## config.mk

```make
export PLATFORM = sky130hd
export DESIGN_NAME = ref_input_select_regs
export DESIGN_NICKNAME = d
export VERILOG_FILES = /design/src/core/ref_sel_pkg.sv /design/src/core/ref_input_select_regs.sv /design/src/core/ref_policy_resolve.sv
export VERILOG_INCLUDE_DIRS = /design/src /design/src/core
export SDC_FILE = /design/constraint.sdc
export NUM_CORES = 1
export LEC_CHECK = 0
export BUFFER_PORTS_ARGS = -buffer_cell sky130_fd_sc_hd__buf_2
export CAP_MARGIN = 10
export CORE_ASPECT_RATIO = 1.75
export CORE_MARGIN = 2
export CORE_UTILIZATION = 49
export DETAILED_ROUTE_END_ITERATION = 6
export PLACE_DENSITY = 0.82
export SLEW_MARGIN = 20
export SYNTH_ARGS = -nofsm -noshare
export SYNTH_HDL_FRONTEND = slang
export SYNTH_SLANG_ARGS = --single-unit
```

## constraint.sdc

```tcl
create_clock -name i_clk -period 3.3 [get_ports i_clk]
set_clock_uncertainty 0.1 [all_clocks]
set_input_delay 0.33 -clock i_clk [delete_from_list [all_inputs] [get_ports i_clk]]
set_output_delay 0.33 -clock i_clk [all_outputs]
set_load 0.01 [all_outputs]
```

## src/core/ref_sel_defines.svh

```systemverilog
`ifndef REF_SEL_DEFINES_SVH
`define REF_SEL_DEFINES_SVH

`define RSR_SLEW_IDX 10'h031
`define RSR_INSEL_IDX 10'h032
`define RSR_STAT_IDX 10'h033

`define RSR_SLEW_B_HI 3
`define RSR_SLEW_B_LO 2
`define RSR_SLEW_A_HI 1
`define RSR_SLEW_A_LO 0
`define RSR_SEC_HI 7
`define RSR_SEC_LO 6
`define RSR_PRI_HI 5
`define RSR_PRI_LO 4
`define RSR_POL_HI 3
`define RSR_POL_LO 2

`define RSR_STAT_USE_SEC 0
`define RSR_STAT_AUTO 1
`define RSR_STAT_PRI_OK 2
`define RSR_STAT_PIN_HI 5
`define RSR_STAT_PIN_LO 4

`define RSR_SLEW_RST 2'h0
`define RSR_SEC_RST 2'h2
`define RSR_PRI_RST 2'h1
`define RSR_POL_RST 2'h1

`define RSR_RESP_OKAY 2'h0
`define RSR_RESP_SLVERR 2'h2
`define RSR_WORD_ZERO 32'h0000_0000

`endif

```

## src/core/ref_sel_pkg.sv

```systemverilog
package ref_sel_pkg;

  typedef enum logic [1:0] {
    POL_AUTO = 2'h0,
    POL_PIN = 2'h1,
    POL_PRI = 2'h2,
    POL_SEC = 2'h3
  } policy_t;

  typedef enum logic [1:0] {
    LVL_LOW = 2'h0,
    LVL_MID = 2'h1,
    LVL_HIGH = 2'h2,
    LVL_BAD = 2'h3
  } pin_level_t;

  typedef enum logic [1:0] {
    SEL_SLEW = 2'h0,
    SEL_INSEL = 2'h1,
    SEL_STAT = 2'h2,
    SEL_NONE = 2'h3
  } reg_sel_t;

  typedef enum logic [1:0] {
    WR_COLLECT = 2'b00,
    WR_COMMIT = 2'b01,
    WR_RESP = 2'b11
  } wr_state_t;

  typedef enum logic {
    RD_IDLE = 1'b0,
    RD_RESP = 1'b1
  } rd_state_t;

  typedef struct packed {
    logic [1:0] status_b_edge_rate;
    logic [1:0] status_a_edge_rate;
    logic [1:0] secondary_buffer_mode;
    logic [1:0] primary_buffer_mode;
    policy_t synth2_ref_policy;
  } cfg_t;

  typedef struct packed {
    logic use_secondary;
    logic auto_mode;
  } route_t;

endpackage

```

## src/core/ref_input_select_regs.sv

```systemverilog
`timescale 1ns/100ps
`include "ref_sel_defines.svh"
module ref_input_select_regs #(
  parameter int ADDR_W = 12
) (
  input wire logic i_clk,
  input wire logic i_reset,
  input wire logic i_awvalid,
  output logic o_awready,
  input wire logic [ADDR_W-1:0] i_awaddr,
  input wire logic i_wvalid,
  output logic o_wready,
  input wire logic [31:0] i_wdata,
  input wire logic [3:0] i_wstrb,
  output logic o_bvalid,
  input wire logic i_bready,
  output logic [1:0] o_bresp,
  input wire logic i_arvalid,
  output logic o_arready,
  input wire logic [ADDR_W-1:0] i_araddr,
  output logic o_rvalid,
  input wire logic i_rready,
  output logic [31:0] o_rdata,
  output logic [1:0] o_rresp,
  input wire logic [1:0] i_ref_select_pin,
  input wire logic i_primary_usable,
  output logic [1:0] o_status_b_edge_rate,
  output logic [1:0] o_status_a_edge_rate,
  output logic [1:0] o_secondary_buffer_mode,
  output logic [1:0] o_primary_buffer_mode,
  output logic [1:0] o_synth2_ref_policy,
  output logic o_synth2_use_secondary,
  output logic o_synth2_auto_mode
);

  // address decode shared by both channels
  function automatic ref_sel_pkg::reg_sel_t reg_decode(input logic [ADDR_W-1:0] addr);
    logic [9:0] idx;
    idx = 10'(addr[ADDR_W-1:2]);
    if (addr[1:0] != 2'b00) begin
      reg_decode = ref_sel_pkg::SEL_NONE;
    end else if (idx == `RSR_SLEW_IDX) begin
      reg_decode = ref_sel_pkg::SEL_SLEW;
    end else if (idx == `RSR_INSEL_IDX) begin
      reg_decode = ref_sel_pkg::SEL_INSEL;
    end else if (idx == `RSR_STAT_IDX) begin
      reg_decode = ref_sel_pkg::SEL_STAT;
    end else begin
      reg_decode = ref_sel_pkg::SEL_NONE;
    end
  endfunction

  ref_sel_pkg::cfg_t cfg_r;
  ref_sel_pkg::cfg_t cfg_nxt;
  ref_sel_pkg::route_t route_r;
  ref_sel_pkg::route_t route_now;

  ref_sel_pkg::wr_state_t wr_state_r;
  ref_sel_pkg::wr_state_t wr_state_nxt;
  logic aw_have_r;
  logic aw_have_nxt;
  logic w_have_r;
  logic w_have_nxt;
  logic [ADDR_W-1:0] aw_addr_r;
  logic [ADDR_W-1:0] aw_addr_nxt;
  logic [7:0] w_byte_r;
  logic [7:0] w_byte_nxt;
  logic w_lane_r;
  logic w_lane_nxt;
  logic [1:0] bresp_r;
  logic [1:0] bresp_nxt;

  ref_sel_pkg::rd_state_t rd_state_r;
  ref_sel_pkg::rd_state_t rd_state_nxt;
  logic [31:0] rdata_r;
  logic [31:0] rdata_nxt;
  logic [1:0] rresp_r;
  logic [1:0] rresp_nxt;

  logic [1:0] pin_s1_r;
  logic [1:0] pin_s2_r;
  logic pri_s1_r;
  logic pri_s2_r;

  // pin synchronisers
  always_ff @(posedge i_clk) begin
    if (i_reset) begin
      pin_s1_r <= 2'h0;
      pin_s2_r <= 2'h0;
      pri_s1_r <= 1'b0;
      pri_s2_r <= 1'b0;
    end else begin
      pin_s1_r <= i_ref_select_pin;
      pin_s2_r <= pin_s1_r;
      pri_s1_r <= i_primary_usable;
      pri_s2_r <= pri_s1_r;
    end
  end

  ref_policy_resolve u_resolve (
    .i_policy(cfg_r.synth2_ref_policy),
    .i_pin_level(ref_sel_pkg::pin_level_t'(pin_s2_r)),
    .i_primary_usable(pri_s2_r),
    .o_route(route_now)
  );

  // write channel
  assign o_awready = (wr_state_r == ref_sel_pkg::WR_COLLECT) && !aw_have_r;
  assign o_wready = (wr_state_r == ref_sel_pkg::WR_COLLECT) && !w_have_r;
  assign o_bvalid = (wr_state_r == ref_sel_pkg::WR_RESP);
  assign o_bresp = bresp_r;

  always_comb begin
    wr_state_nxt = wr_state_r;
    aw_have_nxt = aw_have_r;
    w_have_nxt = w_have_r;
    aw_addr_nxt = aw_addr_r;
    w_byte_nxt = w_byte_r;
    w_lane_nxt = w_lane_r;
    bresp_nxt = bresp_r;
    cfg_nxt = cfg_r;
    case (wr_state_r)
      ref_sel_pkg::WR_COLLECT: begin
        if (i_awvalid && o_awready) begin
          aw_have_nxt = 1'b1;
          aw_addr_nxt = i_awaddr;
        end
        if (i_wvalid && o_wready) begin
          w_have_nxt = 1'b1;
          w_byte_nxt = i_wdata[7:0];
          w_lane_nxt = i_wstrb[0];
        end
        if (aw_have_nxt && w_have_nxt) begin
          wr_state_nxt = ref_sel_pkg::WR_COMMIT;
        end
      end
      ref_sel_pkg::WR_COMMIT: begin
        aw_have_nxt = 1'b0;
        w_have_nxt = 1'b0;
        bresp_nxt = `RSR_RESP_OKAY;
        wr_state_nxt = ref_sel_pkg::WR_RESP;
        case (reg_decode(aw_addr_r))
          ref_sel_pkg::SEL_SLEW: begin
            if (w_lane_r) begin
              cfg_nxt.status_b_edge_rate = w_byte_r[`RSR_SLEW_B_HI:`RSR_SLEW_B_LO];
              cfg_nxt.status_a_edge_rate = w_byte_r[`RSR_SLEW_A_HI:`RSR_SLEW_A_LO];
            end
          end
          ref_sel_pkg::SEL_INSEL: begin
            if (w_lane_r) begin
              cfg_nxt.secondary_buffer_mode = w_byte_r[`RSR_SEC_HI:`RSR_SEC_LO];
              cfg_nxt.primary_buffer_mode = w_byte_r[`RSR_PRI_HI:`RSR_PRI_LO];
              cfg_nxt.synth2_ref_policy =
                ref_sel_pkg::policy_t'(w_byte_r[`RSR_POL_HI:`RSR_POL_LO]);
            end
          end
          ref_sel_pkg::SEL_STAT: begin
            bresp_nxt = `RSR_RESP_OKAY;
          end
          default: begin
            bresp_nxt = `RSR_RESP_SLVERR;
          end
        endcase
      end
      default: begin
        if (i_bready) begin
          wr_state_nxt = ref_sel_pkg::WR_COLLECT;
        end
      end
    endcase
  end

  // read channel
  assign o_arready = (rd_state_r == ref_sel_pkg::RD_IDLE);
  assign o_rvalid = (rd_state_r == ref_sel_pkg::RD_RESP);
  assign o_rdata = rdata_r;
  assign o_rresp = rresp_r;

  always_comb begin
    rd_state_nxt = rd_state_r;
    rdata_nxt = rdata_r;
    rresp_nxt = rresp_r;
    case (rd_state_r)
      ref_sel_pkg::RD_IDLE: begin
        if (i_arvalid) begin
          rd_state_nxt = ref_sel_pkg::RD_RESP;
          rdata_nxt = `RSR_WORD_ZERO;
          rresp_nxt = `RSR_RESP_OKAY;
          case (reg_decode(i_araddr))
            ref_sel_pkg::SEL_SLEW: begin
              rdata_nxt[`RSR_SLEW_B_HI:`RSR_SLEW_B_LO] = cfg_r.status_b_edge_rate;
              rdata_nxt[`RSR_SLEW_A_HI:`RSR_SLEW_A_LO] = cfg_r.status_a_edge_rate;
            end
            ref_sel_pkg::SEL_INSEL: begin
              rdata_nxt[`RSR_SEC_HI:`RSR_SEC_LO] = cfg_r.secondary_buffer_mode;
              rdata_nxt[`RSR_PRI_HI:`RSR_PRI_LO] = cfg_r.primary_buffer_mode;
              rdata_nxt[`RSR_POL_HI:`RSR_POL_LO] = cfg_r.synth2_ref_policy;
            end
            ref_sel_pkg::SEL_STAT: begin
              rdata_nxt[`RSR_STAT_USE_SEC] = route_r.use_secondary;
              rdata_nxt[`RSR_STAT_AUTO] = route_r.auto_mode;
              rdata_nxt[`RSR_STAT_PRI_OK] = pri_s2_r;
              rdata_nxt[`RSR_STAT_PIN_HI:`RSR_STAT_PIN_LO] = pin_s2_r;
            end
            default: begin
              rresp_nxt = `RSR_RESP_SLVERR;
            end
          endcase
        end
      end
      default: begin
        if (i_rready) begin
          rd_state_nxt = ref_sel_pkg::RD_IDLE;
        end
      end
    endcase
  end

  always_ff @(posedge i_clk) begin
    if (i_reset) begin
      cfg_r.status_b_edge_rate <= `RSR_SLEW_RST;
      cfg_r.status_a_edge_rate <= `RSR_SLEW_RST;
      cfg_r.secondary_buffer_mode <= `RSR_SEC_RST;
      cfg_r.primary_buffer_mode <= `RSR_PRI_RST;
      cfg_r.synth2_ref_policy <= ref_sel_pkg::policy_t'(`RSR_POL_RST);
      route_r <= '0;
      wr_state_r <= ref_sel_pkg::WR_COLLECT;
      aw_have_r <= 1'b0;
      w_have_r <= 1'b0;
      aw_addr_r <= '0;
      w_byte_r <= 8'h00;
      w_lane_r <= 1'b0;
      bresp_r <= `RSR_RESP_OKAY;
      rd_state_r <= ref_sel_pkg::RD_IDLE;
      rdata_r <= `RSR_WORD_ZERO;
      rresp_r <= `RSR_RESP_OKAY;
    end else begin
      cfg_r <= cfg_nxt;
      route_r <= route_now;
      wr_state_r <= wr_state_nxt;
      aw_have_r <= aw_have_nxt;
      w_have_r <= w_have_nxt;
      aw_addr_r <= aw_addr_nxt;
      w_byte_r <= w_byte_nxt;
      w_lane_r <= w_lane_nxt;
      bresp_r <= bresp_nxt;
      rd_state_r <= rd_state_nxt;
      rdata_r <= rdata_nxt;
      rresp_r <= rresp_nxt;
    end
  end

  // configuration and routing outputs
  assign o_status_b_edge_rate = cfg_r.status_b_edge_rate;
  assign o_status_a_edge_rate = cfg_r.status_a_edge_rate;
  assign o_secondary_buffer_mode = cfg_r.secondary_buffer_mode;
  assign o_primary_buffer_mode = cfg_r.primary_buffer_mode;
  assign o_synth2_ref_policy = cfg_r.synth2_ref_policy;
  assign o_synth2_use_secondary = route_r.use_secondary;
  assign o_synth2_auto_mode = route_r.auto_mode;

endmodule // ref_input_select_regs

```

## src/core/ref_policy_resolve.sv

```systemverilog
`timescale 1ns/100ps
module ref_policy_resolve (
  input wire ref_sel_pkg::policy_t i_policy,
  input wire ref_sel_pkg::pin_level_t i_pin_level,
  input wire logic i_primary_usable,
  output ref_sel_pkg::route_t o_route
);

  always_comb begin
    o_route.use_secondary = 1'b0;
    o_route.auto_mode = 1'b0;
    case (i_policy)
      ref_sel_pkg::POL_AUTO: begin
        o_route.auto_mode = 1'b1;
        o_route.use_secondary = !i_primary_usable;
      end
      ref_sel_pkg::POL_PIN: begin
        if (i_pin_level == ref_sel_pkg::LVL_LOW) begin
          o_route.use_secondary = 1'b1;
        end else begin
          o_route.auto_mode = 1'b1;
          o_route.use_secondary = !i_primary_usable;
        end
      end
      ref_sel_pkg::POL_PRI: begin
        o_route.use_secondary = 1'b0;
      end
      default: begin
        o_route.use_secondary = 1'b1;
      end
    endcase
  end

endmodule // ref_policy_resolve

```

Word level (Yosys, flattened, before mapping)
Index checks and enable logic that the tools add are counted.

word-level totals
  register bits = 56
  input bits = 70

cells by class
  reductions and logical operators = 25
  bitwise gates (word level) = 1
  equal/unequal tests = 15
  muxes and demuxes = 34

operators by type and width
  operator               number
  $eq A10 B6 Y1 const B  6
  $mux W2                14
  $pmux W2 S2            3
  $mux W1                11
  $logic_not A2 Y1       5
  $eq A2 B1 Y1 const B   4
  $eq A2 B2 Y1 const B   4
  $pmux W1 S2            4
  $reduce_and A2 Y1      4
  $pmux W1 S3            2
  $reduce_and A3 Y1      2
  $reduce_bool A2 Y1     3
  $reduce_or A3 Y1       2
  $logic_and A1 B1 Y1    5
  $logic_not A1 Y1       3
  $reduce_bool A3 Y1     1
  $ne A2 B1 Y1 const B   1
  $not A1 Y1             1

Longest topological paths before layout
Gate-level depths: netlist of run 1.

  depth after elaboration = 10
  mapped depth = 7
  gate-level depth less buffers = 7

Cells and area by module
Synthesis of run 1 repeated with hierarchy kept, for this count alone.

second synthesis, totals
  cells, all modules = 280
  area, all modules = 2,433.6 um^2

by module, submodules not included
  module                 cells each  times used  area an instance (um^2)  sequential area each (um^2)
  ref_input_select_regs  276         1           2,408.6                  1,081.0
  ref_policy_resolve     4           1           25.0                     0.0

Least setup slack after synthesis of run 1
No wires, ideal clock.

  kind = input to register
  start = input port i_araddr[9]
  end = register rdata_r[2] (netlist: o_rdata[2])
  library setup time = 0.070 ns
  data required time = 3.130 ns
  arrival time = 1.739 ns
  cell stages on the path = 7
  setup slack = 1.391 ns
  path buffers = 0
  cells stage by stage = nor4_1 > and3b_1 > and2_1 > ha_1 > a222oi_1 > or3_1 > a21oi_1

between the ends
  cells in the longest elaborated chain, start to end = 9

RTL lines
  item                                        line                          RTL
  from (decl)                                 ref_input_select_regs.sv:20   input wire logic [ADDR_W-1:0] i_araddr,
  $eq A10 B6 Y1 (no source line)              -
  $mux W1                                     ref_input_select_regs.sv:46   end else if (idx == `RSR_STAT_IDX) begin
  $mux W2                                     ref_input_select_regs.sv:44   end else if (idx == `RSR_INSEL_IDX) begin
  $mux W2 *                                   ref_input_select_regs.sv:42   end else if (idx == `RSR_SLEW_IDX) begin
  $mux W2 *                                   ref_input_select_regs.sv:40   if (addr[1:0] != 2'b00) begin
  $mux W2 *                                   ref_input_select_regs.sv:185  if (i_arvalid) begin
  $mux W2 *                                   ref_input_select_regs.sv:183  case (rd_state_r)
  $eq A2 B2 Y1, or another cell as far along  ref_input_select_regs.sv:189  case (reg_decode(i_araddr))
  $pmux W1 S3 *                               ref_input_select_regs.sv:189
  to (signal assigned)                        ref_input_select_regs.sv:235  rdata_r <= `RSR_WORD_ZERO;
  to (signal assigned)                        ref_input_select_regs.sv:248  rdata_r <= rdata_nxt;
  to (decl)                                   ref_input_select_regs.sv:75   logic [31:0] rdata_r;

Every way passes the cells marked *; elsewhere a longest branch is shown, timed or not. The select of a mux whose other input is x is not followed.
A chain may end at the register's enable or synchronous reset.

Worst setup path after layout of run 1
Ends and elaborated chain as after synthesis.

==> impl_metrics.py, run 1 <==
metrics = {
    "hold_path": {
        "hold_path_class": "primary input to register",
        "worst_hold_startpoint": "i_ref_select_pin[0]",
    },
    "synthesis": {
        "syn_avg_cell_area_sq_um": 8.70,
        "yosysUniqueCellTypes": 39,
        "synth_fa_ha_area_share_pct": 2.06,
        "ys.flop_type": "dfxtp_1",
        "ys_top_cells_by_area": "dfxtp_1 45%, nand2_1 8.2%, buf_4 8.0%",
        "syn_inst": 279,
        "synth-xor-area-share_pct": 0.361,
        "synth_simple_gate_area_share_pct": 27.0,
        "synth_compound_area_share_pct": 10.4,
        "muxShareOfSynthArea_pct": 4.12,
        "synth_top_family_by_area": "simple AND/OR/NAND/NOR gates",
        "yosys-top-cells-count": "54 x dfxtp_1, 53 x nand2_1, 33 x a21oi_1",
        "synth_most_common_cell": "dfxtp_1",
        "synth_top_area_share_pct": 44.5,
        "synth_seq_area_share_pct": 44.5,
        "yosys.area.top_type": "dfxtp_1",
        "synthArstFlopShare_pct": 0,
        "netlist_area_sq_mm": 0.00243,
        "synth_edf_count": 0,
        "yosysWarningCount": 0,
        "synth-seq-cells": 54,
    },
    "cts": {
        "postCtsSetupBuffers": 0,
        "cts_made_buffers": 5,
        "h-tree-depth": 2,
        "cts_tree": "yes",
        "clk_pin_slew_worst_paths_ns": 0.10,
        "cts_buffer_depth": 2,
        "ctsResizeCount": 0,
        "clock_latency_ns": 0.31,
        "ctsRootBufferMaster": "clkbuf_8",
        "cts_hold_buf": 0,
        "cts.sinks": 54,
    },
    "status": {
        "status": "finished, final reports clean",
    },
    "drt": {
        "dr.pass1.iters": 4,
        "first_iter_violations": 62,
        "wirelength_um": 4770,
        "dr_total_vias": 1972,
        "drc_errors": 0,
        "avgViaCountPerCell": 4.99,
        "wl_per_cell_um": 12.1,
        "postRouteAntennaNets": 0,
    },
    "timing": {
        "rsz0062_at_grt": "no",
        "hold_viol": 0,
        "tns_ns": 0,
        "holdWs_ns": 0.140,
        "period_minus_slack_ns": 1.94,
        "tightest_slew_ns": 0.854,
        "period_share_pct": 58.8,
        "max_freq_mhz": 515,
        "slew_headroom_pct": 42.9,
        "setup_violations": 0,
        "slew_viol_final": 0,
    },
    "worst_setup_path": {
        "path_cells": "buf_2 -> nor4_1 -> and3b_1 -> and2_1 -> ha_1 -> a222oi_1 -> or3_1 -> a21oi_1",
        "crit_slowest_cell": "nor4_1",
        "critPathRequiredTime_ns": 3.45,
        "crit_path_start_kind": "primary input",
        "crit_start": "i_araddr[9]",
        "critPathMaxStageDelay_ns": 0.33,
        "critPathBufInv": 1,
        "r2r_start": "aw_addr_r[8]$_SDFFE_PP0P_",
        "cp_max_fo": 6,
        "cp.arrival_ns": 2.09,
        "crit_family": "simple AND/OR/NAND/NOR gates",
        "path_class": "primary input to register",
        "cp-end-kind": "register",
    },
    "cells_and_area": {
        "fill_cells": 430,
        "final_nets": 416,
        "final_util_pct": 58.9,
        "fin_cells": 395,
        "diodes": 0,
        "drive_gt1_share_pct": 24.8,
        "syn2layout_area_growth_pct": 15.3,
    },
    "grt": {
        "grt-ovfl-total": 0,
        "grt_start_max_net_pins": 41,
        "grt_pass1_vias": 1780,
        "grt_pass1_wl_um": 7700,
        "track_usage_pct": 17.4,
        "antenna_found_initial": 0,
    },
    "die": {
        "ioPinCount": 123,
        "die_h_um": 97.1,
        "dieArea_sq_mm": 0.00555,
        "num_rows": 33,
        "die_x_um": 57.2,
        "start_util_pct": 51.1,
        "core_region_area_sq_mm": 0.00475,
    },
    "flow_run": {
        "maxCapViolCount": 0,
    },
    "power": {
        "vdd_ir_drop_max_v": 0.000449,
        "power.density_mw_per_mm2": 534,
        "p_total_mw": 1.49,
        "p_leak_nw": 1.23,
    },
    "placed_design": {
        "dp_hpwl_um": 3670,
        "finalWeightedCongestion": 0.841,
        "io_buffers": 69,
        "dp.cells": 387,
    },
}
## logic make-up (layout without fill, tap and decap cells)
family / count (synthesis) / after routing
AO/OA/AOI/OAI: 45 / 45
XOR/XNOR: 1 / 1
adder cells (fa/ha/maj): 4 / 4
buffers and inverters: 43 / 82
flip-flops: 54 / 54
multiplexers: 10 / 10
other: 1 / 26
AND/OR/NAND/NOR: 121 / 121
## worst paths after layout
check	slack [ns]	cells after the start	to
hold / removal	0.14	2	pin_s1_r[0]$_SDFF_PP0_
setup / recovery	1.36	8	o_rdata[2]$_SDFFE_PP0P_
hold reg to reg	0.34	1	pri_s2_r$_SDFF_PP0_
setup reg to reg	1.43	3	o_primary_buffer_mode[1]$_SDFFE_PP0P_
## area by class of cell
cell class | count | area [sq um] | share of cell area [%]
flip-flops and latches | 54 | 1080 | 38.6
clock inverters | 2 | 37.5 | 1.34
well taps | 52 | 65.1 | 2.33
multi-input cells | 207 | 1170 | 41.8
inverters | 3 | 11.3 | 0.403
clock buffers | 6 | 72.6 | 2.59
repair buffers | 71 | 360 | 12.9
## report_power, final
group	total, mW	switching [mW]	internal (mW)
Combinational	0.289	0.169	0.120
Sequential	0.768	0.0540	0.714
Clock	0.437	0.210	0.226
Total	1.49	0.433	1.06
## registers in the layout, indices dropped and copies added (netlist names), 2 cells and up
name	count
pin_s2_r	2
wr_state_r	2
o_status_a_edge_rate	2
o_status_b_edge_rate	2
pin_s1_r	2
w_byte_r	8
aw_addr_r	12
o_secondary_buffer_mode	2
o_primary_buffer_mode	2
o_synth2_ref_policy	2
o_rdata	8
## cell usage in the layout, fill, tap and decap left out, types with 2 or more instances in the layout
master,n
ha_1,4
or4b_1,2
nor2b_1,8
nand3b_1,4
clkbuf_8,5
nand3_1,2
a22oi_1,4
inv_1,3
buf_2,69
buf_4,2
and2_1,2
nor4b_2,2
dfxtp_1,54
nor4_1,3
nand2_1,53
o21ai_0,3
or3_1,3
conb_1,26
nor2_1,12
nor3_1,6
a21oi_1,33
nand2b_1,15
or4_4,2
mux2i_1,10
## per-stage QoR
step                instance area, sq um  setup WS (ns)
floorplan                           2520           1.39
global placement                    2690           1.08
detailed placement                  2690           1.08
CTS                                 2800           1.39
global route                        2800           1.27
finish                              2800           1.36
## layer usage
metal | GRT usage (%) | share of wire [%] | vias up
met2 | 32.3 | 54 | 73
met4 | 8.05 | 2.9 | 0
met5 | 0 | 0 | -
li1 | - | - | 1013
met1 | 17.9 | 37 | 875
met3 | 3.33 | 6.2 | 11
(Power assumes the default switching activity.)
==> run 2: changes to the inputs <==
CORE_UTILIZATION = 45   (was 49)
PLACE_DENSITY = 0.76   (was 0.82)
clock period = 1.81 ns   (was 3.3 ns; I/O delays follow)
==> run 2 against run 1 <==
Compared with the run above:
- the flow now finishes with violations (setup timing)
- final cell count up 8.6%
- routed wire length up 6.0%
- sequential power up 81%
- largest power group unchanged
==> impl_metrics.py, run 2 (synthesis gave the netlist of run 1 again) <==
metrics = {
    "status": {
        "status": "finished with violations",
        "violations": "setup timing",
    },
    "cells_and_area": {
        "top_register": "aw_addr_r",
        "syn2layout_area_growth_pct": 27.3,
        "final_nets": 447,
        "layout_common_cells": "69 x buf_2, 53 x nand2_1, 52 x dfxtp_1",
        "drive_gt1_share_pct": 28.1,
        "diodes": 0,
        "fin_cells": 429,
        "largest_reg_flops": 12,
        "final_common_cell": "buf_2",
    },
    "die": {
        "core_region_area_sq_mm": 0.00526,
        "dieArea_sq_mm": 0.00602,
        "die_h_um": 101,
        "start_util_pct": 46.2,
        "num_rows": 35,
        "ioPinCount": 123,
        "die_x_um": 59.5,
    },
    "timing": {
        "setup_violations": 3,
        "fin_ws_ns": -0.0111,
        "period_minus_slack_ns": 1.82,
        "max_freq_mhz": 549,
        "hold_viol": 0,
        "period_share_pct": 101,
        "rsz0062_at_grt": "yes",
        "slew_viol_final": 0,
    },
    "worst_setup_path": {
        "critPathRequiredTime_ns": 1.91,
        "cp.arrival_ns": 1.92,
        "cp_max_fo": 6,
        "path_class": "register to register",
        "cp-end-kind": "register",
        "crit_path_start_kind": "register",
        "reg2reg_depth": 3,
    },
    "cts": {
        "cts_buffer_depth": 2,
        "ctsRootBufferMaster": "clkbuf_8",
        "cts.sinks": 54,
        "clk_pin_slew_worst_paths_ns": 0.09,
        "cts_made_buffers": 5,
        "cts_tree": "yes",
        "clock_latency_ns": 0.30,
        "h-tree-depth": 2,
    },
    "drt": {
        "dr_total_vias": 2115,
        "dr.pass1.iters": 4,
        "avgViaCountPerCell": 4.93,
        "wirelength_um": 5060,
        "postRouteAntennaNets": 0,
        "first_iter_violations": 94,
        "wl_per_cell_um": 11.8,
        "drc_errors": 0,
    },
    "grt": {
        "grt_pass1_vias": 1900,
        "grt_start_max_net_pins": 29,
        "track_usage_pct": 17.3,
        "grt-ovfl-total": 0,
        "grt_pass1_wl_um": 7960,
        "antenna_found_initial": 0,
    },
    "power": {
        "power.density_mw_per_mm2": 913,
        "p_leak_nw": 1.38,
        "p_total_mw": 2.82,
        "vdd_ir_drop_max_v": 0.000594,
    },
    "placed_design": {
        "dp.cells": 405,
        "dp_hpwl_um": 3850,
        "io_buffers": 69,
        "finalWeightedCongestion": 0.814,
    },
    "flow_run": {
        "maxCapViolCount": 0,
    },
    "hold_path": {
        "min_delay_path_depth": 3,
        "hold_path_class": "primary input to register",
    },
}
[run 2: cell types whose count changed in the layout (fill, tap and decap cells not counted), sizes merged]
| cell | change |
|---|---|
| dlygate4sd3 | +16 |
| buf | +15 |
| clkinv | +1 |
| clkinvlp | -1 |
| inv | +1 |
| clkbuf | -1 |
[run 2: cell type report]
| class | instances | area, sq um |
|---|---|---|
| inverter | 3 | 11.3 |
| fill | 483 | 2160 |
| multi-input combinational | 207 | 1180 |
| clock inverter | 3 | 47.5 |
| tap | 55 | 68.8 |
| clock buffer | 5 | 68.8 |
| sequential | 54 | 1080 |
| timing repair buffer | 102 | 633 |
[run 2: worst paths after layout]
check	start	to	slack [ns]
max	aw_addr_r[5]$_SDFFE_PP0P_	o_synth2_ref_policy[0]$_SDFFE_PP1P_	-0.01
min	i_awaddr[4]	aw_addr_r[4]$_SDFFE_PP0P_	0.005
max reg2reg	aw_addr_r[5]$_SDFFE_PP0P_	o_synth2_ref_policy[0]$_SDFFE_PP1P_	-0.01
min reg2reg	pin_s1_r[1]$_SDFF_PP0_	pin_s2_r[1]$_SDFF_PP0_	0.33
[run 2: through the flow]
stage / utilization [%] / cell area, sq um / setup TNS (ns) / setup WS, ns / hold slack, ns
finish: 58.8 / 3090 / -0.0127 / -0.0111 / 0.00482
global route: 58.8 / 3090 / -0.385 / -0.0577 / 0.00475
CTS: 58.6 / 3080 / -0.0636 / -0.0204 / 0.000476
detailed placement: 53.4 / 2800 / -0.912 / -0.259 / 0.301
global placement: 53.4 / 2800 / -0.542 / -0.186 / 0.290
floorplan: - / 2520 / -0.107 / -0.0187 / 0.209
[run 2: per-layer routing]
layer / global-route usage [%] / up-vias / share of wire, %
li1: - / 1073 / -
met1: 17.1 / 944 / 35
met2: 31.5 / 82 / 55
met3: 2.68 / 16 / 5.5
met4: 12.0 / 0 / 4.5
met5: 0 / - / 0
[run 2: timing repair]
item	in CTS	in global routing
buffers inserted	0	0
gates resized for setup	1	3
hold endpoints to repair	16	0
hold buffers	16	0
pin swaps	1	1
setup endpoints to repair	6	12
[run 2: critical path, stage by stage (launching register included)]
cell and delay (ns):
dfxtp_2 0.33, or4_4 0.53, or4_4 0.61, mux2i_1 0.14
[run 2: power breakdown]
group          internal [mW]  total [mW]  switching [mW]
Combinational          0.282       0.616           0.334
Clock                  0.419       0.814           0.395
Sequential              1.30        1.39          0.0862
==> run 3: changes to the inputs <==
SYNTH_HIERARCHICAL = 1   (was default)
==> run 3 against run 2 <==
Compared with the run above:
- largest cell class unchanged
- clock power shrank 12%
- hold slack gained 0.0059 ns
- critical path type unchanged
- the run still ends with setup timing left
- sequential share of layout area shrank 0.21 points
- register-to-register slack lost 0.02 ns
- highest routed layer unchanged
- fmax shrank 1.3%
- global-route usage grew 0.73 points
- utilization grew 0.43 points
==> impl_metrics.py, run 3 <==
metrics = {
    "status": {
        "status": "finished with violations",
        "violations": "setup timing",
    },
    "die": {
        "ioPinCount": 123,
        "dieArea_sq_mm": 0.00604,
        "num_rows": 35,
        "die_x_um": 59.6,
        "core_region_area_sq_mm": 0.00526,
        "die_h_um": 101,
        "start_util_pct": 46.3,
    },
    "worst_setup_path": {
        "path_class": "register to register",
        "crit_top_cell": "or4_4",
        "crit_slowest_cell": "or4_4",
        "cp-end-kind": "register",
        "reg2reg_depth": 3,
        "r2r_start": "aw_addr_r[0]$_SDFFE_PP0P_",
        "cp_max_fo": 6,
        "cp.arrival_ns": 1.95,
        "critPathMaxStageDelay_ns": 0.63,
        "path_cells": "or4_4 -> or4_4 -> mux2i_1",
        "regToRegSetupSlack_ns": -0.03,
        "crit_path_start_kind": "register",
        "r2r_end": "o_primary_buffer_mode[1]$_SDFFE_PP0P_",
        "critPathRequiredTime_ns": 1.92,
    },
    "synthesis": {
        "yosys-top-cells-count": "54 x dfxtp_1, 52 x nand2_1, 33 x a21oi_1",
        "netlist_area_sq_mm": 0.00243,
        "ys.flop_type": "dfxtp_1",
        "synth_edf_count": 0,
        "ys_top_cells_by_area": "dfxtp_1 44%, buf_4 8.0%, nand2_1 8.0%",
        "synth_seq_area_share_pct": 44.4,
        "syn_inst": 280,
        "synth_top_area_share_pct": 44.4,
        "yosysWarningCount": 6,
        "yosysUniqueCellTypes": 39,
        "synth-seq-cells": 54,
        "synthArstFlopShare_pct": 0,
        "yosys.area.top_type": "dfxtp_1",
        "syn_avg_cell_area_sq_um": 8.69,
        "synth_most_common_cell": "dfxtp_1",
    },
    "power": {
        "switching_share_pct": 30.3,
        "pwr-share-seq_pct": 50.0,
        "switching_power_mw": 0.832,
        "internal_power_mw": 1.92,
        "p_leak_nw": 1.38,
        "vdd_ir_drop_max_v": 0.000564,
        "p_clk_share_pct": 26.0,
        "power.density_mw_per_mm2": 884,
        "comb_power_share_pct": 24.0,
    },
    "grt": {
        "antenna_found_initial": 0,
        "grt-ovfl-total": 0,
        "grt_pass1_wl_um": 8350,
        "track_usage_pct": 18.0,
        "grt_start_max_net_pins": 41,
        "grt_pass1_vias": 1896,
    },
    "drt": {
        "wirelength_um": 5310,
        "avgViaCountPerCell": 4.88,
        "postRouteAntennaNets": 0,
        "wl_per_cell_um": 12.3,
        "first_iter_violations": 82,
        "drc_errors": 0,
        "dr.pass1.iters": 4,
        "dr_total_vias": 2106,
    },
    "cells_and_area": {
        "final_common_cell": "buf_2",
        "layout_common_cells": "69 x buf_2, 52 x nand2_1, 51 x dfxtp_1",
        "largest_reg_flops": 12,
        "fin_area_sq_mm": 0.00311,
        "fill_cells": 481,
        "drive_gt1_share_pct": 28.9,
        "fin_cells": 432,
        "diodes": 0,
        "top_register": "aw_addr_r",
        "syn2layout_area_growth_pct": 27.9,
        "final_nets": 450,
    },
    "cts": {
        "cts_buffer_depth": 2,
        "clock_latency_ns": 0.31,
        "clk_pin_slew_worst_paths_ns": 0.10,
        "cts_tree": "yes",
        "h-tree-depth": 2,
        "ctsRootBufferMaster": "clkbuf_8",
        "cts.sinks": 54,
        "cts_made_buffers": 5,
    },
    "placed_design": {
        "dp_hpwl_um": 3940,
        "finalWeightedCongestion": 0.874,
        "pre_cts_slack_ns": -0.303,
        "dp.cells": 406,
        "place_area_sq_mm": 0.00282,
        "io_buffers": 69,
    },
    "hold_path": {
        "hold_path_class": "primary input to register",
        "whs_endpoint": "w_byte_r[0]$_SDFFE_PP0P_",
        "min_delay_path_depth": 3,
        "worst_hold_startpoint": "i_wdata[0]",
    },
    "timing": {
        "period_share_pct": 102,
        "rsz0062_at_grt": "yes",
        "fin_ws_ns": -0.0343,
        "slew_viol_final": 0,
        "setup_violations": 6,
        "period_minus_slack_ns": 1.84,
        "holdWs_ns": 0.0107,
        "hold_viol": 0,
        "max_freq_mhz": 542,
    },
    "flow_run": {
        "maxCapViolCount": 0,
    },
}
-- run 3: how the worst max path moves through the flow --
stage                         startpoint  slack [ns]                                     to
6_report       aw_addr_r[0]$_SDFFE_PP0P_       -0.03  o_primary_buffer_mode[1]$_SDFFE_PP0P_
3_3_place_gp                 i_araddr[5]       -0.20                o_rdata[2]$_SDFFE_PP0P_
5_1_grt                      i_araddr[5]       -0.07                o_rdata[2]$_SDFFE_PP0P_
3_5_place_dp                 i_araddr[5]       -0.30                o_rdata[2]$_SDFFE_PP0P_
4_1_cts        aw_addr_r[0]$_SDFFE_PP0P_       -0.03  o_primary_buffer_mode[1]$_SDFFE_PP0P_
2_1_floorplan  aw_addr_r[0]$_SDFFE_PP0P_       -0.04  o_primary_buffer_mode[0]$_SDFFE_PP1P_
-- run 3: through the flow --
stage | utilization [%] | power, mW | TNS [ns]
detailed placement | 53.6 | 2.03 | -1.46
floorplan | - | 1.85 | -0.237
finish | 59.2 | 2.75 | -0.169
global route | 59.2 | 2.93 | -0.619
global placement | 53.6 | 2.01 | -0.680
CTS | 57.8 | 2.76 | -0.130
-- run 3: worst max-delay path, delay by kind of cell (launching register included) --
kind | cells | cell delay (ns)
flip-flops | 1 | 0.33
multiplexers | 1 | 0.15
AND/OR/NAND/NOR | 2 | 1.17
-- run 3: metal layers --
metal | up-vias | GRT usage, % | share of wire (%)
met4 | 0 | 9.40 | 3.2
met5 | - | 0 | 0
li1 | 1075 | - | -
met2 | 74 | 33.4 | 55
met3 | 15 | 3.96 | 5.7
met1 | 942 | 18.0 | 36
-- run 3: kinds of logic after synthesis --
family,after synthesis,share of synthesized area [%]
other cells,1,0.154
fa+ha+maj,4,2.06
simple gates,122,27.1
compound gates,45,10.5
mux,10,4.11
buf+inv,43,11.3
flops,54,44.4
xor+xnor,1,0.360
-- run 3: power groups by stage --
stage | registers (mW) | clock network (mW) | logic, mW
after CTS | 1.37 | 0.737 | 0.646
after detailed placement | 1.40 | 0 | 0.624
after global routing | 1.39 | 0.800 | 0.741
after global placement | 1.40 | 0 | 0.613
after floorplan | 1.39 | 0 | 0.462
final | 1.38 | 0.716 | 0.659
-- run 3: repair_timing --
action                                  CTS  global route
endpoints found under the setup margin    8            14
resized for setup                         0             7
hold buffers                             12             5
pin swaps                                 0             1
buffers inserted                          0             1
hold endpoints to repair                 12             5
-- run 3: final cells by class --
class | count | area [sq um] | area share [%]
clock inverter | 2 | 16.3 | 0.523
inverter | 3 | 11.3 | 0.362
timing repair buffer | 104 | 658 | 21.1
clock buffer | 6 | 82.6 | 2.65
multi-input combinational | 208 | 1190 | 38.3
sequential | 54 | 1080 | 34.8
tap | 55 | 68.8 | 2.21
